**src/logic/pcf_params.svh**
```systemverilog
/*
  Timing counts and fixed values for the PCM codec clock and frame control.
  Assumes a 100 MHz system clock; included by both link ends.
*/
`ifndef PCF_PARAMS_SVH
`define PCF_PARAMS_SVH

`define PCF_CLK_FREQ_KHZ 100000
`define PCF_MCLK_FREQ_KHZ 2048
`define PCF_FRAME_RATE_HZ 8000
`define PCF_FRAME_MCLK_HI 11'd256
`define PCF_FRAME_MCLK_LO 11'd193
`define PCF_FRAME_LOSS_FRAMES 2
`define PCF_PIN_IDLE_MCLKS 11'd16
`define PCF_LONG_FS_BITS 3
`define PCF_WORD_BITS 8

`endif

```
**src/logic/pcf_pkg.sv**
```systemverilog
/*
  Types shared by both link ends of the PCM codec clock and frame control.
  Assumes nothing of its surroundings.
*/
package pcf_pkg;
  typedef enum logic {PCF_PWR_DOWN = 1'b0, PCF_PWR_UP = 1'b1} pcf_power_t;
  typedef enum logic {PCF_FRAME_SHORT = 1'b0, PCF_FRAME_LONG = 1'b1} pcf_frame_t;
  typedef enum logic {PCF_RATIO_LO = 1'b0, PCF_RATIO_HI = 1'b1} pcf_ratio_t;
endpackage : pcf_pkg

```
**src/logic/pcf_link_if.sv**
```systemverilog
/*
  Serial voice link between the timing source (host) and the codec (dev).
  Assumes both ends run on the same system clock; every wire has one driver.
*/
`timescale 1ns/100ps
interface pcf_link_if;
  logic tx_master_clock;
  logic rx_master_clock_powerdown_pin;
  logic tx_bit_clock;
  logic rx_bit_clock_ratio_select_pin;
  logic tx_frame_sync;
  logic rx_frame_sync;
  logic serial_tx_data_out;
  logic serial_rx_data_in;

  modport dev (
    input tx_master_clock,
    input rx_master_clock_powerdown_pin,
    input tx_bit_clock,
    input rx_bit_clock_ratio_select_pin,
    input tx_frame_sync,
    input rx_frame_sync,
    input serial_rx_data_in,
    output serial_tx_data_out
  );

  modport host (
    output tx_master_clock,
    output rx_master_clock_powerdown_pin,
    output tx_bit_clock,
    output rx_bit_clock_ratio_select_pin,
    output tx_frame_sync,
    output rx_frame_sync,
    output serial_rx_data_in,
    input serial_tx_data_out
  );
endinterface : pcf_link_if

```
**src/logic/pcf_shifter.sv**
```systemverilog
/*
  Parallel-load, shift-left serial word register used on both link ends.
  Assumes load and shift are single-cycle strobes; load wins over shift.
*/
`timescale 1ns/100ps
module pcf_shifter #(
  parameter int W = 8
) (
  input wire logic i_clk,
  input wire logic i_rst,
  input wire logic i_load,
  input wire logic [W-1:0] i_word,
  input wire logic i_shift,
  input wire logic i_bit,
  output logic o_msb,
  output logic [W-1:0] o_word
);
  logic [W-1:0] word_reg;

  always_ff @(posedge i_clk or posedge i_rst) begin
    if (i_rst) begin
      word_reg <= '0;
    end else if (i_load) begin
      word_reg <= i_word;
    end else if (i_shift) begin
      word_reg <= {word_reg[W-2:0], i_bit};
    end
  end

  assign o_msb = word_reg[W-1];
  assign o_word = word_reg;
endmodule : pcf_shifter

```
**src/logic/pcf_dev_end.sv**
```systemverilog
/*
  Codec end: power-up/down control, clock ratio strap, frame timing mode
  detection and the serial word transfer in both directions.
  Assumes all link pins are synchronous to i_clk and all but serial_tx_data_out are driven by the host end.
*/
`timescale 1ns/100ps
`include "pcf_params.svh"
module pcf_dev_end #(
  parameter int W = `PCF_WORD_BITS
) (
  input wire logic i_clk,
  input wire logic i_rst,
  pcf_link_if.dev link,
  input wire logic [W-1:0] i_tx_word,
  output pcf_pkg::pcf_power_t o_power,
  output pcf_pkg::pcf_frame_t o_frame_mode,
  output pcf_pkg::pcf_ratio_t o_ratio,
  output logic o_tx_taken,
  output logic [W-1:0] o_rx_word,
  output logic o_rx_valid
);
  import pcf_pkg::*;

  localparam int NW = 3;
  localparam int WD_PIN = 0;
  localparam int WD_RXB = 1;
  localparam int WD_FS = 2;

  pcf_power_t power_reg;
  pcf_frame_t mode_reg;
  pcf_ratio_t ratio_reg;
  logic mclk_q;
  logic pdn_q;
  logic bx_q;
  logic br_q;
  logic rb_q;
  logic fsx_q;
  logic [1:0] xrun_reg;
  logic [1:0] rrun_reg;
  logic [3:0] txcnt_reg;
  logic [3:0] rxcnt_reg;
  logic taken_reg;
  logic rx_valid_reg;
  logic tx_msb;
  wire [NW-1:0] wd_kick;
  wire [NW-1:0] wd_idle;
  wire [10:0] wd_limit [NW];

  // Edges of the sampled link pins
  wire mclk_rise = link.tx_master_clock && !mclk_q;
  wire bx_rise = link.tx_bit_clock && !bx_q;
  wire fsx_rise = link.tx_frame_sync && !fsx_q;
  wire pdn_edge = link.rx_master_clock_powerdown_pin ^ pdn_q;
  wire br_edge = link.rx_bit_clock_ratio_select_pin ^ br_q;
  wire powered = (power_reg == PCF_PWR_UP);
  wire is_long = (mode_reg == PCF_FRAME_LONG);

  // Receive side uses its own bit clock pin only while it toggles
  wire rxb_active = !wd_idle[WD_RXB];
  wire rb = rxb_active ? link.rx_bit_clock_ratio_select_pin : link.tx_bit_clock;
  wire rb_rise = rb && !rb_q;
  wire rb_fall = !rb && rb_q;

  // Frame loss window scales with the selected master clock ratio
  wire [10:0] frame_mclks = (ratio_reg == PCF_RATIO_HI) ? `PCF_FRAME_MCLK_HI
                                                        : `PCF_FRAME_MCLK_LO;
  assign wd_limit[WD_PIN] = `PCF_PIN_IDLE_MCLKS;
  assign wd_limit[WD_RXB] = `PCF_PIN_IDLE_MCLKS;
  assign wd_limit[WD_FS] = 11'(frame_mclks * `PCF_FRAME_LOSS_FRAMES);
  assign wd_kick[WD_PIN] = pdn_edge;
  assign wd_kick[WD_RXB] = br_edge;
  assign wd_kick[WD_FS] = fsx_rise;

  genvar g;
  generate
    for (g = 0; g < NW; g++) begin : g_wd
      logic [10:0] cnt_reg;
      assign wd_idle[g] = (cnt_reg >= wd_limit[g]);
      always_ff @(posedge i_clk or posedge i_rst) begin
        if (i_rst) begin
          cnt_reg <= 11'h7ff;
        end else if (wd_kick[g]) begin
          cnt_reg <= 11'h000;
        end else if (mclk_rise && !wd_idle[g]) begin
          cnt_reg <= cnt_reg + 11'h001;
        end
      end
    end
  endgenerate

  wire pin_down = wd_idle[WD_PIN] && link.rx_master_clock_powerdown_pin;
  wire frame_lost = wd_idle[WD_FS];
  wire pcf_power_t power_next = (pin_down || frame_lost) ? PCF_PWR_DOWN : PCF_PWR_UP;

  always_ff @(posedge i_clk or posedge i_rst) begin
    if (i_rst) begin
      mclk_q <= 1'b0;
      pdn_q <= 1'b1;
      bx_q <= 1'b0;
      br_q <= 1'b0;
      rb_q <= 1'b0;
      fsx_q <= 1'b0;
    end else begin
      mclk_q <= link.tx_master_clock;
      pdn_q <= link.rx_master_clock_powerdown_pin;
      bx_q <= link.tx_bit_clock;
      br_q <= link.rx_bit_clock_ratio_select_pin;
      rb_q <= rb;
      fsx_q <= link.tx_frame_sync;
    end
  end

  // State changes only on master clock
  always_ff @(posedge i_clk or posedge i_rst) begin
    if (i_rst) begin
      power_reg <= PCF_PWR_DOWN;
    end else if (mclk_rise) begin
      power_reg <= power_next;
    end
  end

  always_ff @(posedge i_clk or posedge i_rst) begin
    if (i_rst) begin
      ratio_reg <= PCF_RATIO_HI;
    end else if (mclk_rise && !rxb_active) begin
      ratio_reg <= link.rx_bit_clock_ratio_select_pin ? PCF_RATIO_HI : PCF_RATIO_LO;
    end
  end

  // Sync run lengths, in bit clock periods, saturating at three
  wire [1:0] xrun_next = !link.tx_frame_sync ? 2'h0 :
                         (xrun_reg == 2'h3) ? 2'h3 : xrun_reg + 2'h1;
  wire [1:0] rrun_next = !link.rx_frame_sync ? 2'h0 :
                         (rrun_reg == 2'h3) ? 2'h3 : rrun_reg + 2'h1;
  wire long_seen = bx_rise && link.tx_frame_sync && (xrun_reg != 2'h0);
  wire short_seen = bx_rise && !link.tx_frame_sync && (xrun_reg == 2'h1);

  always_ff @(posedge i_clk or posedge i_rst) begin
    if (i_rst) begin
      xrun_reg <= 2'h0;
      rrun_reg <= 2'h0;
    end else begin
      if (bx_rise) begin
        xrun_reg <= xrun_next;
      end
      if (rb_rise) begin
        rrun_reg <= rrun_next;
      end
    end
  end

  always_ff @(posedge i_clk or posedge i_rst) begin
    if (i_rst) begin
      mode_reg <= PCF_FRAME_SHORT;
    end else if (!powered) begin
      mode_reg <= PCF_FRAME_SHORT;
    end else if (long_seen) begin
      mode_reg <= PCF_FRAME_LONG;
    end else if (short_seen) begin
      mode_reg <= PCF_FRAME_SHORT;
    end
  end

  // Long frames start with the sync edge, short ones after the sync bit
  wire tx_start = powered && bx_rise && (is_long ? (link.tx_frame_sync && xrun_reg == 2'h0)
                                                 : short_seen);
  wire rx_start = powered && rb_rise &&
                  (is_long ? (link.rx_frame_sync && rrun_reg == 2'h0)
                           : (!link.rx_frame_sync && rrun_reg == 2'h1));
  wire tx_shift = bx_rise && (txcnt_reg != 4'h0) && !tx_start;
  wire rx_shift = rb_fall && (rxcnt_reg != 4'h0);
  wire rx_last = rx_shift && (rxcnt_reg == 4'(W));

  always_ff @(posedge i_clk or posedge i_rst) begin
    if (i_rst) begin
      txcnt_reg <= 4'h0;
      rxcnt_reg <= 4'h0;
      taken_reg <= 1'b0;
      rx_valid_reg <= 1'b0;
    end else begin
      taken_reg <= tx_start;
      rx_valid_reg <= rx_last;
      if (tx_start) begin
        txcnt_reg <= 4'h1;
      end else if (tx_shift) begin
        txcnt_reg <= (txcnt_reg == 4'(W)) ? 4'h0 : txcnt_reg + 4'h1;
      end
      if (rx_start) begin
        rxcnt_reg <= 4'h1;
      end else if (rx_shift) begin
        rxcnt_reg <= rx_last ? 4'h0 : rxcnt_reg + 4'h1;
      end
    end
  end

  pcf_shifter #(.W(W)) u_tx (
    .i_clk(i_clk),
    .i_rst(i_rst),
    .i_load(tx_start),
    .i_word(i_tx_word),
    .i_shift(tx_shift),
    .i_bit(1'b0),
    .o_msb(tx_msb),
    .o_word()
  );

  pcf_shifter #(.W(W)) u_rx (
    .i_clk(i_clk),
    .i_rst(i_rst),
    .i_load(1'b0),
    .i_word('0),
    .i_shift(rx_shift),
    .i_bit(link.serial_rx_data_in),
    .o_msb(),
    .o_word(o_rx_word)
  );

  // Power-down stops new word loads; a word already started still shifts out whole, then zeros follow on the line
  assign link.serial_tx_data_out = tx_msb;
  assign o_power = power_reg;
  assign o_frame_mode = mode_reg;
  assign o_ratio = ratio_reg;
  assign o_tx_taken = taken_reg;
  assign o_rx_valid = rx_valid_reg;
endmodule : pcf_dev_end

```
**src/flat_wrapper.sv**
```systemverilog
// flat-port wrapper written by rule: the top's interface ports become plain ports
module pcf_dev_end_flat import pcf_pkg::*;
#(
  parameter int W = `PCF_WORD_BITS
)
  (i_clk, i_rst, i_tx_word, o_power, o_frame_mode, o_ratio, o_tx_taken, o_rx_word, o_rx_valid, link_tx_master_clock, link_rx_master_clock_powerdown_pin, link_tx_bit_clock, link_rx_bit_clock_ratio_select_pin, link_tx_frame_sync, link_rx_frame_sync, link_serial_rx_data_in, link_serial_tx_data_out);
  pcf_link_if link_i ();
  input wire logic i_clk;
  input wire logic i_rst;
  input wire logic [W-1:0] i_tx_word;
  output pcf_pkg::pcf_power_t o_power;
  output pcf_pkg::pcf_frame_t o_frame_mode;
  output pcf_pkg::pcf_ratio_t o_ratio;
  output logic o_tx_taken;
  output logic [W-1:0] o_rx_word;
  output logic o_rx_valid;
  input wire logic [$bits(link_i.tx_master_clock)-1:0] link_tx_master_clock;
  input wire logic [$bits(link_i.rx_master_clock_powerdown_pin)-1:0] link_rx_master_clock_powerdown_pin;
  input wire logic [$bits(link_i.tx_bit_clock)-1:0] link_tx_bit_clock;
  input wire logic [$bits(link_i.rx_bit_clock_ratio_select_pin)-1:0] link_rx_bit_clock_ratio_select_pin;
  input wire logic [$bits(link_i.tx_frame_sync)-1:0] link_tx_frame_sync;
  input wire logic [$bits(link_i.rx_frame_sync)-1:0] link_rx_frame_sync;
  input wire logic [$bits(link_i.serial_rx_data_in)-1:0] link_serial_rx_data_in;
  output wire logic [$bits(link_i.serial_tx_data_out)-1:0] link_serial_tx_data_out;
  assign link_i.tx_master_clock = link_tx_master_clock;
  assign link_i.rx_master_clock_powerdown_pin = link_rx_master_clock_powerdown_pin;
  assign link_i.tx_bit_clock = link_tx_bit_clock;
  assign link_i.rx_bit_clock_ratio_select_pin = link_rx_bit_clock_ratio_select_pin;
  assign link_i.tx_frame_sync = link_tx_frame_sync;
  assign link_i.rx_frame_sync = link_rx_frame_sync;
  assign link_i.serial_rx_data_in = link_serial_rx_data_in;
  assign link_serial_tx_data_out = link_i.serial_tx_data_out;
  pcf_dev_end #(.W(W)) u_core (.i_clk(i_clk), .i_rst(i_rst), .link(link_i), .i_tx_word(i_tx_word), .o_power(o_power), .o_frame_mode(o_frame_mode), .o_ratio(o_ratio), .o_tx_taken(o_tx_taken), .o_rx_word(o_rx_word), .o_rx_valid(o_rx_valid));
endmodule
```
**config.mk**
```make
export PLATFORM = sky130hd
export DESIGN_NAME = pcf_dev_end_flat
export DESIGN_NICKNAME = d
export VERILOG_FILES = /design/src/logic/pcf_pkg.sv /design/src/logic/pcf_link_if.sv /design/src/logic/pcf_shifter.sv /design/src/logic/pcf_dev_end.sv /design/src/flat_wrapper.sv
export VERILOG_INCLUDE_DIRS = /design/src /design/src/logic
export SDC_FILE = /design/constraint.sdc
export NUM_CORES = 1
export LEC_CHECK = 0
export BUFFER_PORTS_ARGS = -buffer_cell sky130_fd_sc_hd__buf_2
export CAP_MARGIN = 10
export CORE_MARGIN = 5
export CORE_UTILIZATION = 50
export DETAILED_ROUTE_END_ITERATION = 10
export PLACE_DENSITY_LB_ADDON = 0.15
export SLEW_MARGIN = 20
export SYNTH_ARGS = -nofsm -noshare
export SYNTH_HDL_FRONTEND = slang
export SYNTH_SLANG_ARGS = --single-unit
```
**constraint.sdc**
```tcl
create_clock -name i_clk -period 2.7 [get_ports i_clk]
set_clock_uncertainty 0.05 [all_clocks]
set_input_delay 0.135 -clock i_clk [delete_from_list [all_inputs] [get_ports i_clk]]
set_output_delay 0.135 -clock i_clk [all_outputs]
set_load 0.05 [all_outputs]
```
==> metrics.txt <==
LEAKAGE 1.81 nW; Hold Vio Cnt, Final 0; HP Class in -> reg; Port Buf Inserts 30; Die Wd 93.5 µm; share of cells above drive strength 1 28.5%; H-tree Lvls 3; Synth Area in Compound Gates 10.4%; first-pass GRT wire length 10700 µm; vias in the first global route 2309; Setup crit end kind flop; DRC 0; Main synth FF type dfrtp_1; max cap viols 0; WHS Endpoint u_core.u_tx.o_word[5]; asr flop ratio synth 100%; most frequent cells in the layout dfrtp_1, nor2_1, dfstp_2, buf_2, nand2_1; CP required 2920 ps; mux cell area share after synthesis 6.32%; Crit Path Class reg -> reg; yosys synthesis warning count 0; Final min period 2290 ps; Synth area leaders dfrtp_1, dfstp_2, ha_1; worst reg2reg path startpoint u_core.o_ratio; HPWL Detailed 4200 µm; Root Buffer clkbuf_8; worst reg-to-reg path cell count 6; Synth area leader dfrtp_1; synth unique cells 52; Synth top area share 26.6%; Post-synth EDFFs 0; CP max stage delay 560 ps; Slowest-stage cell, CP dfstp_2; Placer Congestion 0.809; WHS Path Cells 3; DRT Pass-1 Iters 4; WP buf/inv 0; Die H 93.5 µm; Max-slew headroom 52.1%; Util after Layout 60.3%; CTS tree yes; syn nets 347; Worst-path clk slew 70 ps; Crit path max-delay family compound AO/OA/AOI/OAI gates; synthesized area 0.00349 mm²; setup TNS 0 ps; Final Total Pwr 0.00318 W; Reg2Reg Setup Slack 410 ps; actual slew at the worst max-slew pin 716 ps; CP max FO 8; Worst VDD drop 0.557 mV; simple-gate share of the synthesized area 19.1%; syn avg cell area 11.0 µm²; status finished clean; GR Util All Layers 15.5%; via count 2378; Post-Synth XOR/XNOR Area 3.77%; post_cts resized 0; post-synthesis cell count 317; die area 0.00874 mm²; Post-Route WL 6020 µm; Startpoint Class flop; Final Cycle Share 84.8%; clock sinks 72; final-layout fill cell count 565; most common cell after layout, fill and taps aside dfrtp_1; Num CTS Buffers 9; largest family of logic cells by synthesized area simple AND/OR/NAND/NOR gates; RSZ-0062 raised after global routing false; Post-layout nets 397; initial antenna violation count 0; Initial Utilization 51.3%; Synth Area in Adders 4.66%; Max Fclk 437 MHz; Core Rows 30; CP Cell Sequence ha_1, a21o_1, a2111o_1, nor2_4, and4_1, mux2i_1; #FFs+latches synth 72; Area Overhead vs Synth 17.5%; max reg flops 33; WP data arrival 2510 ps; hold_sp i_tx_word[5]; final setup vio count 0; DR WL/cell 12.9 µm; total grt overflow 0; Ant. Diodes 0; reg2reg end u_core.g_wd[2].cnt_reg[9]; initial DRC count 96; Skew-Pair Late Insertion Delay 350 ps; Ports 31; largest net degree at the start of global routing 41; core region area 0.00679 mm²; max-slew violation count 0; Vias per Instance 5.08; antenna-violating nets left 0; PwrDens 776 mW/mm²; post-synthesis sequential area ratio 52.9%; CTS Buffer Depth 2
-- power breakdown --
| part | switching, W | internal [W] | total (W) |
|---|---|---|---|
| registers | 0.000155 | 0.00129 | 0.00145 |
| logic | 0.000534 | 0.000321 | 0.000855 |
| clock network | 0.000398 | 0.000479 | 0.000877 |
-- through the flow --
| stage | setup WS (ps) | std cells | hold WS [ps] | cell area, µm² |
|---|---|---|---|---|
| 6_report | 410 | 468 | 20.3 | 4100 |
| 5_1_grt | 250 | 468 | 19.8 | 4100 |
| 2_1_floorplan | 345 | 317 | 89.5 | 3490 |
| 3_5_place_dp | 414 | 438 | 236 | 3750 |
| 3_3_place_gp | 464 | 438 | 234 | 3750 |
| 4_1_cts | 395 | 468 | 0.353 | 4100 |
-- synth_stat cells, types with 2 or more instances --
library cell and number:
a21o_1 3, a21oi_1 17, a22o_1 2, a41oi_1 2
and2_1 17, and3_1 5, buf_4 2, clkbuf_1 5
dfrtp_1 37, dfstp_2 35, ha_1 13, inv_1 17
mux2_2 8, mux2i_1 13, nand2_1 19, nand2b_1 9
nand3_1 6, nand3b_1 2, nand4_1 3, nor2_1 35
nor2b_1 3, nor3_1 6, nor4_2 2, o211ai_1 2
o21ai_0 12, o22ai_1 2, or3_1 2, xnor2_1 9
xor2_1 6
-- layout make-up --
cell class                      count  area [µm²]  area share (%)
Timing Repair Buffer               46         318            7.76
Clock inverter                      4        51.3            1.25
Multi-Input combinational cell    220        1540            37.6
Tap cell                           96         120            2.93
Sequential cell                    72        1850            45.0
Inverter                           18        67.6            1.65
Clock buffer                       12         155            3.79
-- worst register-to-register path: cells and delay by family, from the launching register on --
family	cells	cell delay (ps)
compound gates	2	680
fa+ha+maj	1	250
simple gates	2	510
flops	1	560
mux	1	180
-- per-layer routing --
| layer | global-route usage [%] | wire length, µm |
|---|---|---|
| met1 | 20.0 | 2800 |
| met2 | 24.5 | 2920 |
| met3 | 5.15 | 223 |
| met4 | 5.25 | 80 |
| met5 | 0 | 0 |
-- timing repair --
item | CTS | global route
endpoints found under the hold margin | 29 | 0
buffers inserted | 0 | 0
hold buffers | 14 | 0
-- cell families after synthesis --
| family | Yosys count |
|---|---|
| simple gates | 119 |
| flops | 72 |
| compound gates | 52 |
| buf+inv | 25 |
| mux | 21 |
| xor+xnor | 15 |
| fa+ha+maj | 13 |
-- worst max-delay path by stage --
| stage | to | cells after the start | from | slack, ps |
|---|---|---|---|---|
| 2_1_floorplan | u_core.g_wd[2].cnt_reg[9] | 6 | u_core.o_ratio | 340 |
| 3_3_place_gp | u_core.g_wd[2].cnt_reg[9] | 6 | u_core.g_wd[2].cnt_reg[8] | 460 |
| 3_5_place_dp | u_core.g_wd[2].cnt_reg[9] | 6 | u_core.o_ratio | 410 |
| 4_1_cts | u_core.g_wd[2].cnt_reg[9] | 6 | u_core.o_ratio | 400 |
| 5_1_grt | u_core.g_wd[2].cnt_reg[9] | 6 | u_core.o_ratio | 250 |
| 6_report | u_core.g_wd[2].cnt_reg[9] | 6 | u_core.o_ratio | 410 |
No activity file was read; power rests on OpenSTA's default activity.
